### src/hdl/usb_cond_pkg.sv
package usb_cond_pkg;

  // ----------------------------------------------------------------
  // timing
  // ----------------------------------------------------------------
  localparam int CLK_KHZ          = 125000;  // sys_clk rate
  localparam int SD_PW_US         = 20;      // least valid shutdown pulse
  localparam int SD_PW_CYC        = (SD_PW_US * CLK_KHZ + 999) / 1000;
  localparam int SUPPLY_STABLE_US = 100;     // supply settle before release
  localparam int SAMPLE_NS        = 1000;    // delay from release to strap sample
  localparam int SAMPLE_CYC       = (SAMPLE_NS * CLK_KHZ) / 1000000;
  localparam int CNT_W            = 12;      // phase counter width

  // ----------------------------------------------------------------
  // serial target
  // ----------------------------------------------------------------
  localparam logic [6:0] TARGET_ADDR = 7'h2c;
  localparam logic [3:0] BYTE_BITS   = 4'h8;

  // ----------------------------------------------------------------
  // register map
  // ----------------------------------------------------------------
  localparam logic [7:0] OFS_RESERVED   = 8'h00;
  localparam logic [7:0] OFS_CTRL       = 8'h01;
  localparam logic [7:0] OFS_ID         = 8'h02;
  localparam logic [7:0] RESERVED_RST   = 8'h00;
  localparam logic [7:0] CTRL_RST       = 8'h00;
  localparam int         CTRL_SENS_LSB  = 0;
  localparam int         CTRL_BOOST_LSB = 2;
  localparam logic [1:0] CTRL_TOP_RST   = 2'h0;  // bits 7:6 after strap load

  // ----------------------------------------------------------------
  // strap codes
  // ----------------------------------------------------------------
  localparam logic [3:0] BOOST_SET0  = 4'h0;
  localparam logic [3:0] BOOST_SET1  = 4'h5;
  localparam logic [3:0] BOOST_SET2  = 4'ha;
  localparam logic [3:0] BOOST_SET3  = 4'hf;
  localparam logic [1:0] SENS_SUPPLY = 2'h3;
  localparam logic [1:0] SENS_FLOAT  = 2'h2;
  localparam logic [1:0] SENS_GROUND = 2'h1;

  typedef enum logic [1:0] {PH_OFF, PH_WAIT, PH_RUN} phase_type;
  typedef enum logic [2:0] {
    I_IDLE, I_ADDR, I_ACK_A, I_WR, I_ACK_W, I_RD, I_RACK
  } i2c_state_type;

  // boost strap setting to level code
  function automatic logic [3:0] boost_code(input logic [1:0] sel);
    case (sel)
      2'h0:    boost_code = BOOST_SET0;
      2'h1:    boost_code = BOOST_SET1;
      2'h2:    boost_code = BOOST_SET2;
      default: boost_code = BOOST_SET3;
    endcase
  endfunction

endpackage

### src/hdl/pin_sync.sv
`timescale 1ns/100ps
module pin_sync
  import usb_cond_pkg::*;
#(
  parameter int W = 1
) (
  input  wire logic         sys_clk,
  input  wire logic         nrst,
  input  wire logic [W-1:0] pin_in,
  output logic      [W-1:0] level_out
);

  // ----------------------------------------------------------------
  // three stages, value taken once stages two and three agree
  // ----------------------------------------------------------------
  typedef struct packed {
    logic [W-1:0] s1;  // metastable stage
    logic [W-1:0] s2;
    logic [W-1:0] s3;
    logic [W-1:0] q;   // agreed level
  } sync_type;

  sync_type r;
  sync_type n;

  if (W < 1) begin : g_bad_width
    $error("pin_sync width must be at least one");
  end

  // next stage values, s1 read only by s2
  always_comb begin
    n    = r;
    n.s1 = pin_in;
    n.s2 = r.s1;
    n.s3 = r.s2;
    n.q  = (r.s2 & r.s3) | (r.q & (r.s2 | r.s3));
  end

  // register the copy
  always_ff @(posedge sys_clk or negedge nrst) begin
    if (!nrst) begin
      r <= '0;
    end else begin
      r <= n;
    end
  end

  assign level_out = r.q;

endmodule

### src/hdl/i2c_target.sv
`timescale 1ns/100ps
module i2c_target
  import usb_cond_pkg::*;
(
  input  wire logic       sys_clk,
  input  wire logic       nrst,
  input  wire logic       enable,
  input  wire logic       scl_lvl,
  input  wire logic       sda_lvl,
  input  wire logic [7:0] rd_data,
  output logic      [7:0] reg_ptr,
  output logic            wr_stb,
  output logic      [7:0] wr_data,
  output logic            sda_oe
);

  typedef struct packed {
    i2c_state_type st;
    logic          scl_p;  // previous line levels
    logic          sda_p;
    logic [7:0]    sh;     // shift register
    logic [3:0]    cnt;    // bits this byte
    logic          rw;     // read direction
    logic          first;  // next byte is pointer
    logic          nack;   // host refused more data
    logic          drv;    // pull sda low
    logic [7:0]    ptr;
    logic          wstb;
    logic [7:0]    wdat;
  } tgt_type;

  tgt_type r;
  tgt_type n;
  logic    rise;
  logic    fall;
  logic    start;
  logic    stop;

  // ----------------------------------------------------------------
  // bus events
  // ----------------------------------------------------------------
  assign rise  = scl_lvl & !r.scl_p;
  assign fall  = !scl_lvl & r.scl_p;
  assign start = scl_lvl & r.scl_p & r.sda_p & !sda_lvl;
  assign stop  = scl_lvl & r.scl_p & !r.sda_p & sda_lvl;

  // byte engine: address, pointer, data with auto increment
  always_comb begin
    n       = r;
    n.scl_p = scl_lvl;
    n.sda_p = sda_lvl;
    n.wstb  = 1'b0;
    if (!enable) begin
      n.st  = I_IDLE;
      n.drv = 1'b0;
    end else if (start) begin
      n.st  = I_ADDR;
      n.cnt = 4'h0;
      n.drv = 1'b0;
    end else if (stop) begin
      n.st  = I_IDLE;
      n.drv = 1'b0;
    end else if (rise) begin
      case (r.st)
        I_ADDR, I_WR: begin
          n.sh  = {r.sh[6:0], sda_lvl};
          n.cnt = r.cnt + 4'h1;
        end
        I_RD: begin
          n.sh  = {r.sh[6:0], 1'b0};
          n.cnt = r.cnt + 4'h1;
        end
        I_RACK:  n.nack = sda_lvl;
        default: n.nack = r.nack;
      endcase
    end else if (fall) begin
      case (r.st)
        I_ADDR: begin
          if (r.cnt == BYTE_BITS) begin
            if (r.sh[7:1] == TARGET_ADDR) begin
              n.st  = I_ACK_A;
              n.drv = 1'b1;
              n.rw  = r.sh[0];
            end else begin
              n.st = I_IDLE;
            end
          end
        end
        I_ACK_A: begin
          n.cnt   = 4'h0;
          n.first = 1'b1;
          if (r.rw) begin
            n.st  = I_RD;
            n.sh  = rd_data;
            n.drv = !rd_data[7];
          end else begin
            n.st  = I_WR;
            n.drv = 1'b0;
          end
        end
        I_WR: begin
          if (r.cnt == BYTE_BITS) begin
            n.st  = I_ACK_W;
            n.drv = 1'b1;
            if (r.first) begin
              n.ptr = r.sh;
            end else begin
              n.wstb = 1'b1;
              n.wdat = r.sh;
            end
          end
        end
        I_ACK_W: begin
          n.st    = I_WR;
          n.cnt   = 4'h0;
          n.drv   = 1'b0;
          n.first = 1'b0;
          if (!r.first) begin
            n.ptr = r.ptr + 8'h01;
          end
        end
        I_RD: begin
          if (r.cnt == BYTE_BITS) begin
            n.st  = I_RACK;
            n.drv = 1'b0;
            n.ptr = r.ptr + 8'h01;
          end else begin
            n.drv = !r.sh[7];
          end
        end
        I_RACK: begin
          if (r.nack) begin
            n.st = I_IDLE;
          end else begin
            n.st  = I_RD;
            n.cnt = 4'h0;
            n.sh  = rd_data;
            n.drv = !rd_data[7];
          end
        end
        default: n.st = I_IDLE;
      endcase
    end
  end

  // register the copy
  always_ff @(posedge sys_clk or negedge nrst) begin
    if (!nrst) begin
      r <= '{st: I_IDLE, scl_p: 1'b1, sda_p: 1'b1, default: '0};
    end else begin
      r <= n;
    end
  end

  assign reg_ptr = r.ptr;
  assign wr_stb  = r.wstb;
  assign wr_data = r.wdat;
  assign sda_oe  = r.drv;
endmodule

### src/hdl/usb_conditioner_config.sv
`timescale 1ns/100ps
module usb_conditioner_config
  import usb_cond_pkg::*;
#(
  parameter logic [7:0] PART_ID = 8'h5a  // arbitrary value
) (
  input  wire logic       sys_clk,
  input  wire logic       nrst,
  input  wire logic       shutdown_n,
  input  wire logic [1:0] boost_strap_sel,
  input  wire logic       sens_at_supply,
  input  wire logic       sens_at_ground,
  input  wire logic       det_ls_fs,
  input  wire logic       det_hs,
  input  wire logic       det_otg_bc,
  input  wire logic       charge_port_enable_n,
  input  wire logic       scl_in,
  input  wire logic       sda_in,
  output logic            sda_out,
  output logic            sda_oe,
  output logic            connect_detect_out,
  output logic            connect_detect_oe,
  output logic            high_speed_detect_out,
  output logic            sensitivity_strap_pin_oe,
  output logic            comp_enable,
  output logic      [3:0] boost_level,
  output logic      [1:0] sens_level,
  output logic            charging_downstream_port_function,
  output logic            i2c_mode_active
);

  // ----------------------------------------------------------------
  // state
  // ----------------------------------------------------------------
  typedef struct packed {
    phase_type        ph;         // shutdown, settle, running
    logic [CNT_W-1:0] cnt;        // settle or low-width count
    logic [1:0]       boost_sel;  // latched boost strap
    logic [1:0]       sens_code;  // latched sensitivity code
    logic             i2c_mode;   // register mode picked
    logic [7:0]       rsv;        // reserved register
    logic [7:0]       ctrl;       // control register
    logic             conn;       // pin outputs, registered
    logic             conn_oe;
    logic             hs;
    logic             spd_oe;
    logic             comp;
    logic [3:0]       boost;
    logic [1:0]       sens;
    logic             chg;
  } cfg_type;

  cfg_type    r;
  cfg_type    n;

  logic [8:0] pins_lvl;   // synchronised straps and detects
  logic [1:0] i2c_lvl;    // synchronised scl, sda
  logic       sd_lvl;     // shutdown line, high = run
  logic [1:0] bsel_lvl;   // boost strap setting
  logic [1:0] sens_dec;   // sensitivity strap decoded
  logic       lsfs_lvl;
  logic       hs_lvl;
  logic       otg_lvl;
  logic       chg_lvl;    // charge function requested
  logic       mode_smp;   // both serial lines high
  logic       run;
  logic       hs_con;     // high speed, not otg
  logic       fs_con;     // low/full speed, not otg
  logic [7:0] ptr;
  logic       wr_stb;
  logic [7:0] wr_data;
  logic [7:0] rd_data;
  logic       tgt_drv;

  if (SD_PW_CYC >= (1 << CNT_W) || SAMPLE_CYC < 1) begin : g_bad_count
    $error("phase counter too narrow for timing counts");
  end

  // ----------------------------------------------------------------
  // pin synchronisers
  // ----------------------------------------------------------------
  pin_sync #(
    .W (9)
  ) u_pins (
    .sys_clk   (sys_clk),
    .nrst      (nrst),
    .pin_in    ({shutdown_n, boost_strap_sel, sens_at_supply,
                 sens_at_ground, det_ls_fs, det_hs, det_otg_bc,
                 !charge_port_enable_n}),
    .level_out (pins_lvl)
  );

  pin_sync #(
    .W (2)
  ) u_i2c_pins (
    .sys_clk   (sys_clk),
    .nrst      (nrst),
    .pin_in    ({scl_in, sda_in}),
    .level_out (i2c_lvl)
  );

  assign sd_lvl   = pins_lvl[8];
  assign bsel_lvl = pins_lvl[7:6];
  assign lsfs_lvl = pins_lvl[3];
  assign hs_lvl   = pins_lvl[2];
  assign otg_lvl  = pins_lvl[1];
  assign chg_lvl  = pins_lvl[0];
  assign mode_smp = i2c_lvl[1] & i2c_lvl[0];

  // three level sensitivity strap
  always_comb begin
    if (pins_lvl[5]) begin
      sens_dec = SENS_SUPPLY;
    end else if (pins_lvl[4]) begin
      sens_dec = SENS_GROUND;
    end else begin
      sens_dec = SENS_FLOAT;
    end
  end

  // ----------------------------------------------------------------
  // serial target
  // ----------------------------------------------------------------
  i2c_target u_tgt (
    .sys_clk (sys_clk),
    .nrst    (nrst),
    .enable  (r.ph == PH_RUN && r.i2c_mode),
    .scl_lvl (i2c_lvl[1]),
    .sda_lvl (i2c_lvl[0]),
    .rd_data (rd_data),
    .reg_ptr (ptr),
    .wr_stb  (wr_stb),
    .wr_data (wr_data),
    .sda_oe  (tgt_drv)
  );

  // register read mux, unmapped reads as zero
  always_comb begin
    case (ptr)
      OFS_RESERVED: rd_data = r.rsv;
      OFS_CTRL:     rd_data = r.ctrl;
      OFS_ID:       rd_data = PART_ID;
      default:      rd_data = 8'h00;
    endcase
  end

  // ----------------------------------------------------------------
  // phase, registers and pin outputs
  // ----------------------------------------------------------------
  assign run    = (r.ph == PH_RUN);
  assign hs_con = hs_lvl & !otg_lvl;
  assign fs_con = lsfs_lvl & !hs_lvl & !otg_lvl;

  always_comb begin
    n = r;
    case (r.ph)
      // held in shutdown until the line is released
      PH_OFF: begin
        n.cnt = '0;
        if (sd_lvl) begin
          n.ph = PH_WAIT;
        end
      end
      // short settle, then strap sampling
      PH_WAIT: begin
        if (!sd_lvl) begin
          n.ph  = PH_OFF;
          n.cnt = '0;
        end else if (r.cnt == CNT_W'(SAMPLE_CYC - 1)) begin
          n.ph        = PH_RUN;
          n.cnt       = '0;
          n.boost_sel = bsel_lvl;
          n.sens_code = sens_dec;
          n.i2c_mode  = mode_smp;
          n.ctrl      = {CTRL_TOP_RST, boost_code(bsel_lvl),
                         sens_dec};
        end else begin
          n.cnt = r.cnt + CNT_W'(1);
        end
      end
      // a low must last the full width to count
      PH_RUN: begin
        if (sd_lvl) begin
          n.cnt = '0;
        end else if (r.cnt == CNT_W'(SD_PW_CYC - 1)) begin
          n.ph  = PH_OFF;
          n.cnt = '0;
        end else begin
          n.cnt = r.cnt + CNT_W'(1);
        end
      end
      default: n.ph = PH_OFF;
    endcase

    // register writes only in register mode
    if (run && r.i2c_mode && wr_stb) begin
      case (ptr)
        OFS_RESERVED: n.rsv  = wr_data;
        OFS_CTRL:     n.ctrl = wr_data;
        default:      n.rsv  = r.rsv;
      endcase
    end

    // connection indications and compensation
    n.comp   = run & hs_con;
    n.conn    = run & !r.i2c_mode & (hs_con | fs_con);
    n.conn_oe = run & !r.i2c_mode;
    n.hs      = run & !r.i2c_mode & hs_con;
    n.spd_oe  = run;

    // levels: straps in pin mode, control register otherwise
    if (r.i2c_mode) begin
      n.boost = r.ctrl[CTRL_BOOST_LSB+:4];
      n.sens  = r.ctrl[CTRL_SENS_LSB+:2];
    end else begin
      n.boost = boost_code(r.boost_sel);
      n.sens  = r.sens_code;
    end
    n.chg = chg_lvl;
  end

  // register the copy
  always_ff @(posedge sys_clk or negedge nrst) begin
    if (!nrst) begin
      r <= '{ph: PH_OFF, rsv: RESERVED_RST, ctrl: CTRL_RST, default: '0};
    end else begin
      r <= n;
    end
  end

  // ----------------------------------------------------------------
  // outputs
  // ----------------------------------------------------------------
  assign sda_out                           = 1'b0;
  assign sda_oe                            = tgt_drv;
  assign connect_detect_out                = r.conn;
  assign connect_detect_oe                 = r.conn_oe;
  assign high_speed_detect_out             = r.hs;
  assign sensitivity_strap_pin_oe          = r.spd_oe;
  assign comp_enable                       = r.comp;
  assign boost_level                       = r.boost;
  assign sens_level                        = r.sens;
  assign charging_downstream_port_function = r.chg;
  assign i2c_mode_active                   = r.i2c_mode & run;

  // ----------------------------------------------------------------
  // checks
  // ----------------------------------------------------------------
  logic [CNT_W-1:0] low_cnt;  // consecutive low samples

  always_ff @(posedge sys_clk or negedge nrst) begin
    if (!nrst) begin
      low_cnt <= '0;
    end else if (sd_lvl) begin
      low_cnt <= '0;
    end else if (low_cnt != '1) begin
      low_cnt <= low_cnt + CNT_W'(1);
    end
  end
endmodule

### config.mk
export PLATFORM = sky130hd
export DESIGN_NAME = usb_conditioner_config
export DESIGN_NICKNAME = d
export VERILOG_FILES = /design/src/hdl/usb_cond_pkg.sv /design/src/hdl/pin_sync.sv /design/src/hdl/i2c_target.sv /design/src/hdl/usb_conditioner_config.sv
export SDC_FILE = /design/constraint.sdc
export NUM_CORES = 1
export LEC_CHECK = 0
export BUFFER_PORTS_ARGS = -buffer_cell sky130_fd_sc_hd__buf_2
export CORE_MARGIN = 5
export CORE_UTILIZATION = 30
export CTS_BUF_LIST = sky130_fd_sc_hd__clkbuf_2
export DETAILED_ROUTE_END_ITERATION = 12
export GPL_TIMING_DRIVEN = 0
export RECOVER_POWER = 50
export SYNTH_ARGS = -nofsm -noshare
export SYNTH_HDL_FRONTEND = slang
export SYNTH_SLANG_ARGS = --single-unit
export TNS_END_PERCENT = 50
### constraint.sdc
create_clock -name sys_clk -period 4.4 [get_ports sys_clk]
set_clock_uncertainty 0.05 [all_clocks]
set_input_delay 0.44 -clock sys_clk [delete_from_list [all_inputs] [get_ports sys_clk]]
set_output_delay 0.44 -clock sys_clk [all_outputs]
set_load 0.02 [all_outputs]
==> results.json <==
{
  "critical-path-max-stage-delay_ps": 450,
  "start_util_pct": 30.7,
  "cts_inserted_buffers": 17,
  "netlist-cell-type-count": 68,
  "groute.usage.overall_pct": 11.9,
  "grt_overflow": 0,
  "hold_viol": 0,
  "via_per_inst": 4.89,
  "tmin_final_ps": 2640,
  "synth_cells": 512,
  "cp_common_cell": "sky130_fd_sc_hd__inv_1",
  "clock_tree_from_tritoncts": "built",
  "clkLatencyLatePin_ps": 700,
  "number_of_global_route_vias_before_repair": 4238,
  "synth_top_area_cell": "sky130_fd_sc_hd__dfrtp_1",
  "power-per-cell-area_mw_per_mm2": 334,
  "cap_violations": 1,
  "fin_nets": 598,
  "postSynth.asyncResetShare_pct": 100,
  "drt_pass1_iterations": 4,
  "core_mm2": 0.0189,
  "number_of_antenna_violations_at_the_first_check_in_global_routing": 1,
  "synth-main-ff-cell": "sky130_fd_sc_hd__dfrtp_1",
  "critPathKind": "reg -> out",
  "arrival_ps": 2150,
  "synth_seq_area_share_pct": 55.7,
  "detailedPlacementHpwl_um": 8340,
  "grt_max_degree": 99,
  "final_layout_size_suffix_gt1_share_pct": 20.8,
  "clk_root_buffer_cell": "sky130_fd_sc_hd__clkbuf_2",
  "violated_checks": "max-capacitance violations, max-slew violations",
  "cts_num_sinks": 129,
  "final_layout_fill_cell_count": 1905,
  "startpoint_type": "flop",
  "period_share_pct": 59.9,
  "timing.setup.tns_ps": 0,
  "flow.area_growth_from_synthesis_pct": 15.0,
  "placement_rows": 50,
  "gp_congestion": 0.861,
  "report.final.setup_viol": 0,
  "synth.cell_area_mm2": 0.00580,
  "io-pin-count": 28,
  "postRouteAntennaNets": 0,
  "global_route_wire_length_before_repair_um": 21400,
  "cts.clk_slew.worst_paths_ps": 210,
  "detailedRoute.firstIterationViolations": 442,
  "critPathRequiredTime_ps": 3910,
  "synthTopCellsByArea": "sky130_fd_sc_hd__dfrtp_1 55%, sky130_fd_sc_hd__mux2_2 4.5%, sky130_fd_sc_hd__ha_1 3.2%",
  "syn_nets": 540,
  "placement.io_buffers": 26,
  "clock_tree.buffer_depth": 2,
  "netlist.area_leader.share_pct": 54.8,
  "rsz0062_at_grt": "no",
  "dieWidth_um": 149,
  "cpMaxStageDelayCell": "sky130_fd_sc_hd__dfrtp_1",
  "place.detailed.instances": 799,
  "yosys_register_bits": 129,
  "run_status": "complete, but fails checks",
  "cp-end-kind": "primary output",
  "class_of_the_worst_hold_path": "in -> reg",
  "die_y_um": 149,
  "max_clock_freq_mhz": 379,
  "wirelength_um": 12300,
  "worst_slew_margin_rel_pct": -21.3,
  "path_cells": "inv_1 > ha_1 > nand2_1 > inv_1 > buf_2",
  "critical-path-top-delay-family": "buffers and inverters",
  "crit_buf_inv": 3,
  "pre_cts_ws_ps": 1840,
  "post_cts.resized_instances": 0,
  "synth_edf_count": 0,
  "post_cts_buffers": 0,
  "postLayoutSetupSlackWorst_ps": 1760,
  "ir_worst_vdd_mv": 0.139,
  "routed-via-count": 4124,
  "postSynthAreaPerCell_um2": 11.3,
  "wire_per_inst_um": 14.6,
  "finish.cell_count_without_fillers": 844,
  "timing.final.max_slew_violations": 32,
  "critical_path_peak_fanout": 6,
  "dieArea_mm2": 0.0222,
  "drt_drc_violations_left": 0,
  "h-tree-depth": 4,
  "ys_warn_count": 0,
  "worst_margin_slew_ps": 1820,
  "leakage_nw": 3.04
}
==> stage by stage <==
| step | util [%] | area, µm² | hold slack (ps) | total power, mW |
|---|---|---|---|---|
| 2_1_floorplan | - | 5800 | 94.4 | 1.37 |
| 6_report | 35.3 | 6670 | 319 | 2.23 |
| 3_3_place_gp | 33.1 | 6250 | 281 | 1.43 |
| 4_1_cts | 35.3 | 6680 | 43.2 | 2.26 |
| 5_1_grt | 35.3 | 6670 | 235 | 2.34 |
| 3_5_place_dp | 33.3 | 6290 | 286 | 1.44 |
==> power by group <==
group	internal, mW	total (mW)	switching [mW]
Clock	0.324	0.800	0.476
Combinational	0.0706	0.174	0.104
Sequential	1.22	1.25	0.0267
==> sequential cells by signal, indices dropped and copies added, names as in the netlist, 2 cells and up <==
| signal | cells |
|---|---|
| u_tgt.r | 20 |
| u_i2c_pins.n | 4 |
| u_i2c_pins.level_out | 2 |
| sens_level | 2 |
| boost_level | 4 |
| u_pins.level_out | 9 |
| u_tgt.reg_ptr | 8 |
| u_i2c_pins.r | 2 |
| r | 35 |
| u_tgt.wr_data | 8 |
| u_pins.n | 18 |
| u_pins.r | 9 |
==> final timing paths <==
check | startpoint | to | slack [ps] | depth (start not counted)
setup / recovery | r[45]$_DFFE_PN0P_ | i2c_mode_active | 1760 | 5
hold / removal | shutdown_n | u_pins.n[26]$_DFF_PN0_ | 320 | 2
setup reg to reg | u_tgt.reg_ptr[0]$_DFFE_PN0P_ | u_tgt.r[32]$_DFFE_PN0P_ | 1780 | 6
hold reg to reg | u_pins.n[16]$_DFF_PN0_ | u_pins.r[16]$_DFF_PN0_ | 320 | 0
max in group asynchronous | nrst | r[39]$_DFFE_PN0P_ | 2360 | 3
min in group asynchronous | nrst | u_pins.r[14]$_DFF_PN0_ | 700 | 2
==> timing repair <==
item | CTS | global route
hold endpoints to repair | 138 | 0
endpoints found under the setup margin | 0 | 0
hold buffers | 12 | 0
==> kinds of logic after synthesis <==
| family | Yosys count | synth area share (%) |
|---|---|---|
| flops | 129 | 55.7 |
| fa+ha+maj | 26 | 5.13 |
| xor+xnor | 1 | 0.151 |
| compound gates | 128 | 14.5 |
| buf+inv | 47 | 3.97 |
| other cells | 1 | 0.0647 |
| simple gates | 149 | 13.9 |
| mux | 31 | 6.54 |
==> cells in the final DEF (no fill, tap or decap), types with 6 or more instances in the layout <==
master | netlist | layout
sky130_fd_sc_hd__a21o_1 | 7 | 7
sky130_fd_sc_hd__a21oi_1 | 35 | 35
sky130_fd_sc_hd__a22o_1 | 6 | 6
sky130_fd_sc_hd__a31oi_1 | 10 | 10
sky130_fd_sc_hd__buf_2 | 4 | 28
sky130_fd_sc_hd__buf_4 | 7 | 7
sky130_fd_sc_hd__clkbuf_1 | 13 | 15
sky130_fd_sc_hd__clkbuf_2 | 0 | 17
sky130_fd_sc_hd__dfrtp_1 | 127 | 127
sky130_fd_sc_hd__dlygate4sd3_1 | 0 | 12
sky130_fd_sc_hd__ha_1 | 15 | 15
sky130_fd_sc_hd__inv_1 | 20 | 20
sky130_fd_sc_hd__maj3_1 | 11 | 11
sky130_fd_sc_hd__mux2_2 | 23 | 23
sky130_fd_sc_hd__mux2_4 | 8 | 8
sky130_fd_sc_hd__nand2_1 | 46 | 46
sky130_fd_sc_hd__nand3_1 | 16 | 16
sky130_fd_sc_hd__nor2_1 | 28 | 28
sky130_fd_sc_hd__nor2b_1 | 7 | 7
sky130_fd_sc_hd__nor3_1 | 6 | 6
sky130_fd_sc_hd__o21ai_0 | 26 | 26
sky130_fd_sc_hd__o21ai_1 | 6 | 6
==> cell type report <==
| cell class | count | area, µm² | share of cell area, % |
|---|---|---|---|
| sequential | 129 | 3230 | 48.4 |
| multi-input combinational | 336 | 2340 | 35.1 |
| tap | 260 | 325 | 4.88 |
| timing repair buffer | 39 | 275 | 4.13 |
| clock inverter | 15 | 184 | 2.76 |
| buffer | 27 | 155 | 2.33 |
| clock buffer | 17 | 85.1 | 1.28 |
| inverter | 20 | 75.1 | 1.13 |
| antenna | 1 | 2.50 | 0.0375 |
==> synthesized netlist by cell type, drive strengths merged, types with 3 or more instances <==
library cell and count:
nand4b 3, dfrtp 127, nor2b 7, o31ai 3
maj3 11, ha 15, nand4 7, a21oi 37
nor3 8, a221oi 5, nor2 28, nand3 16
or4 3, nand2 47, o311ai 3, a31oi 10
clkbuf 13, inv 20, mux2 31, buf 14
and2 4, or2 4, a22o 6, o21ai 32
nand3b 3, nand2b 3, a22oi 5, a21o 7
a21boi 3
==> routing by layer <==
metal / vias to the layer above / wire length [µm] / track usage [%] / share of wire, %
li1: 1958 / - / - / -
met1: 2067 / 5820 / 16.2 / 47
met2: 86 / 5870 / 18.4 / 48
met3: 13 / 476 / 3.16 / 3.9
met4: 0 / 165 / 4.16 / 1.3
met5: - / 0 / 0 / 0
(Power assumes the default switching activity.)
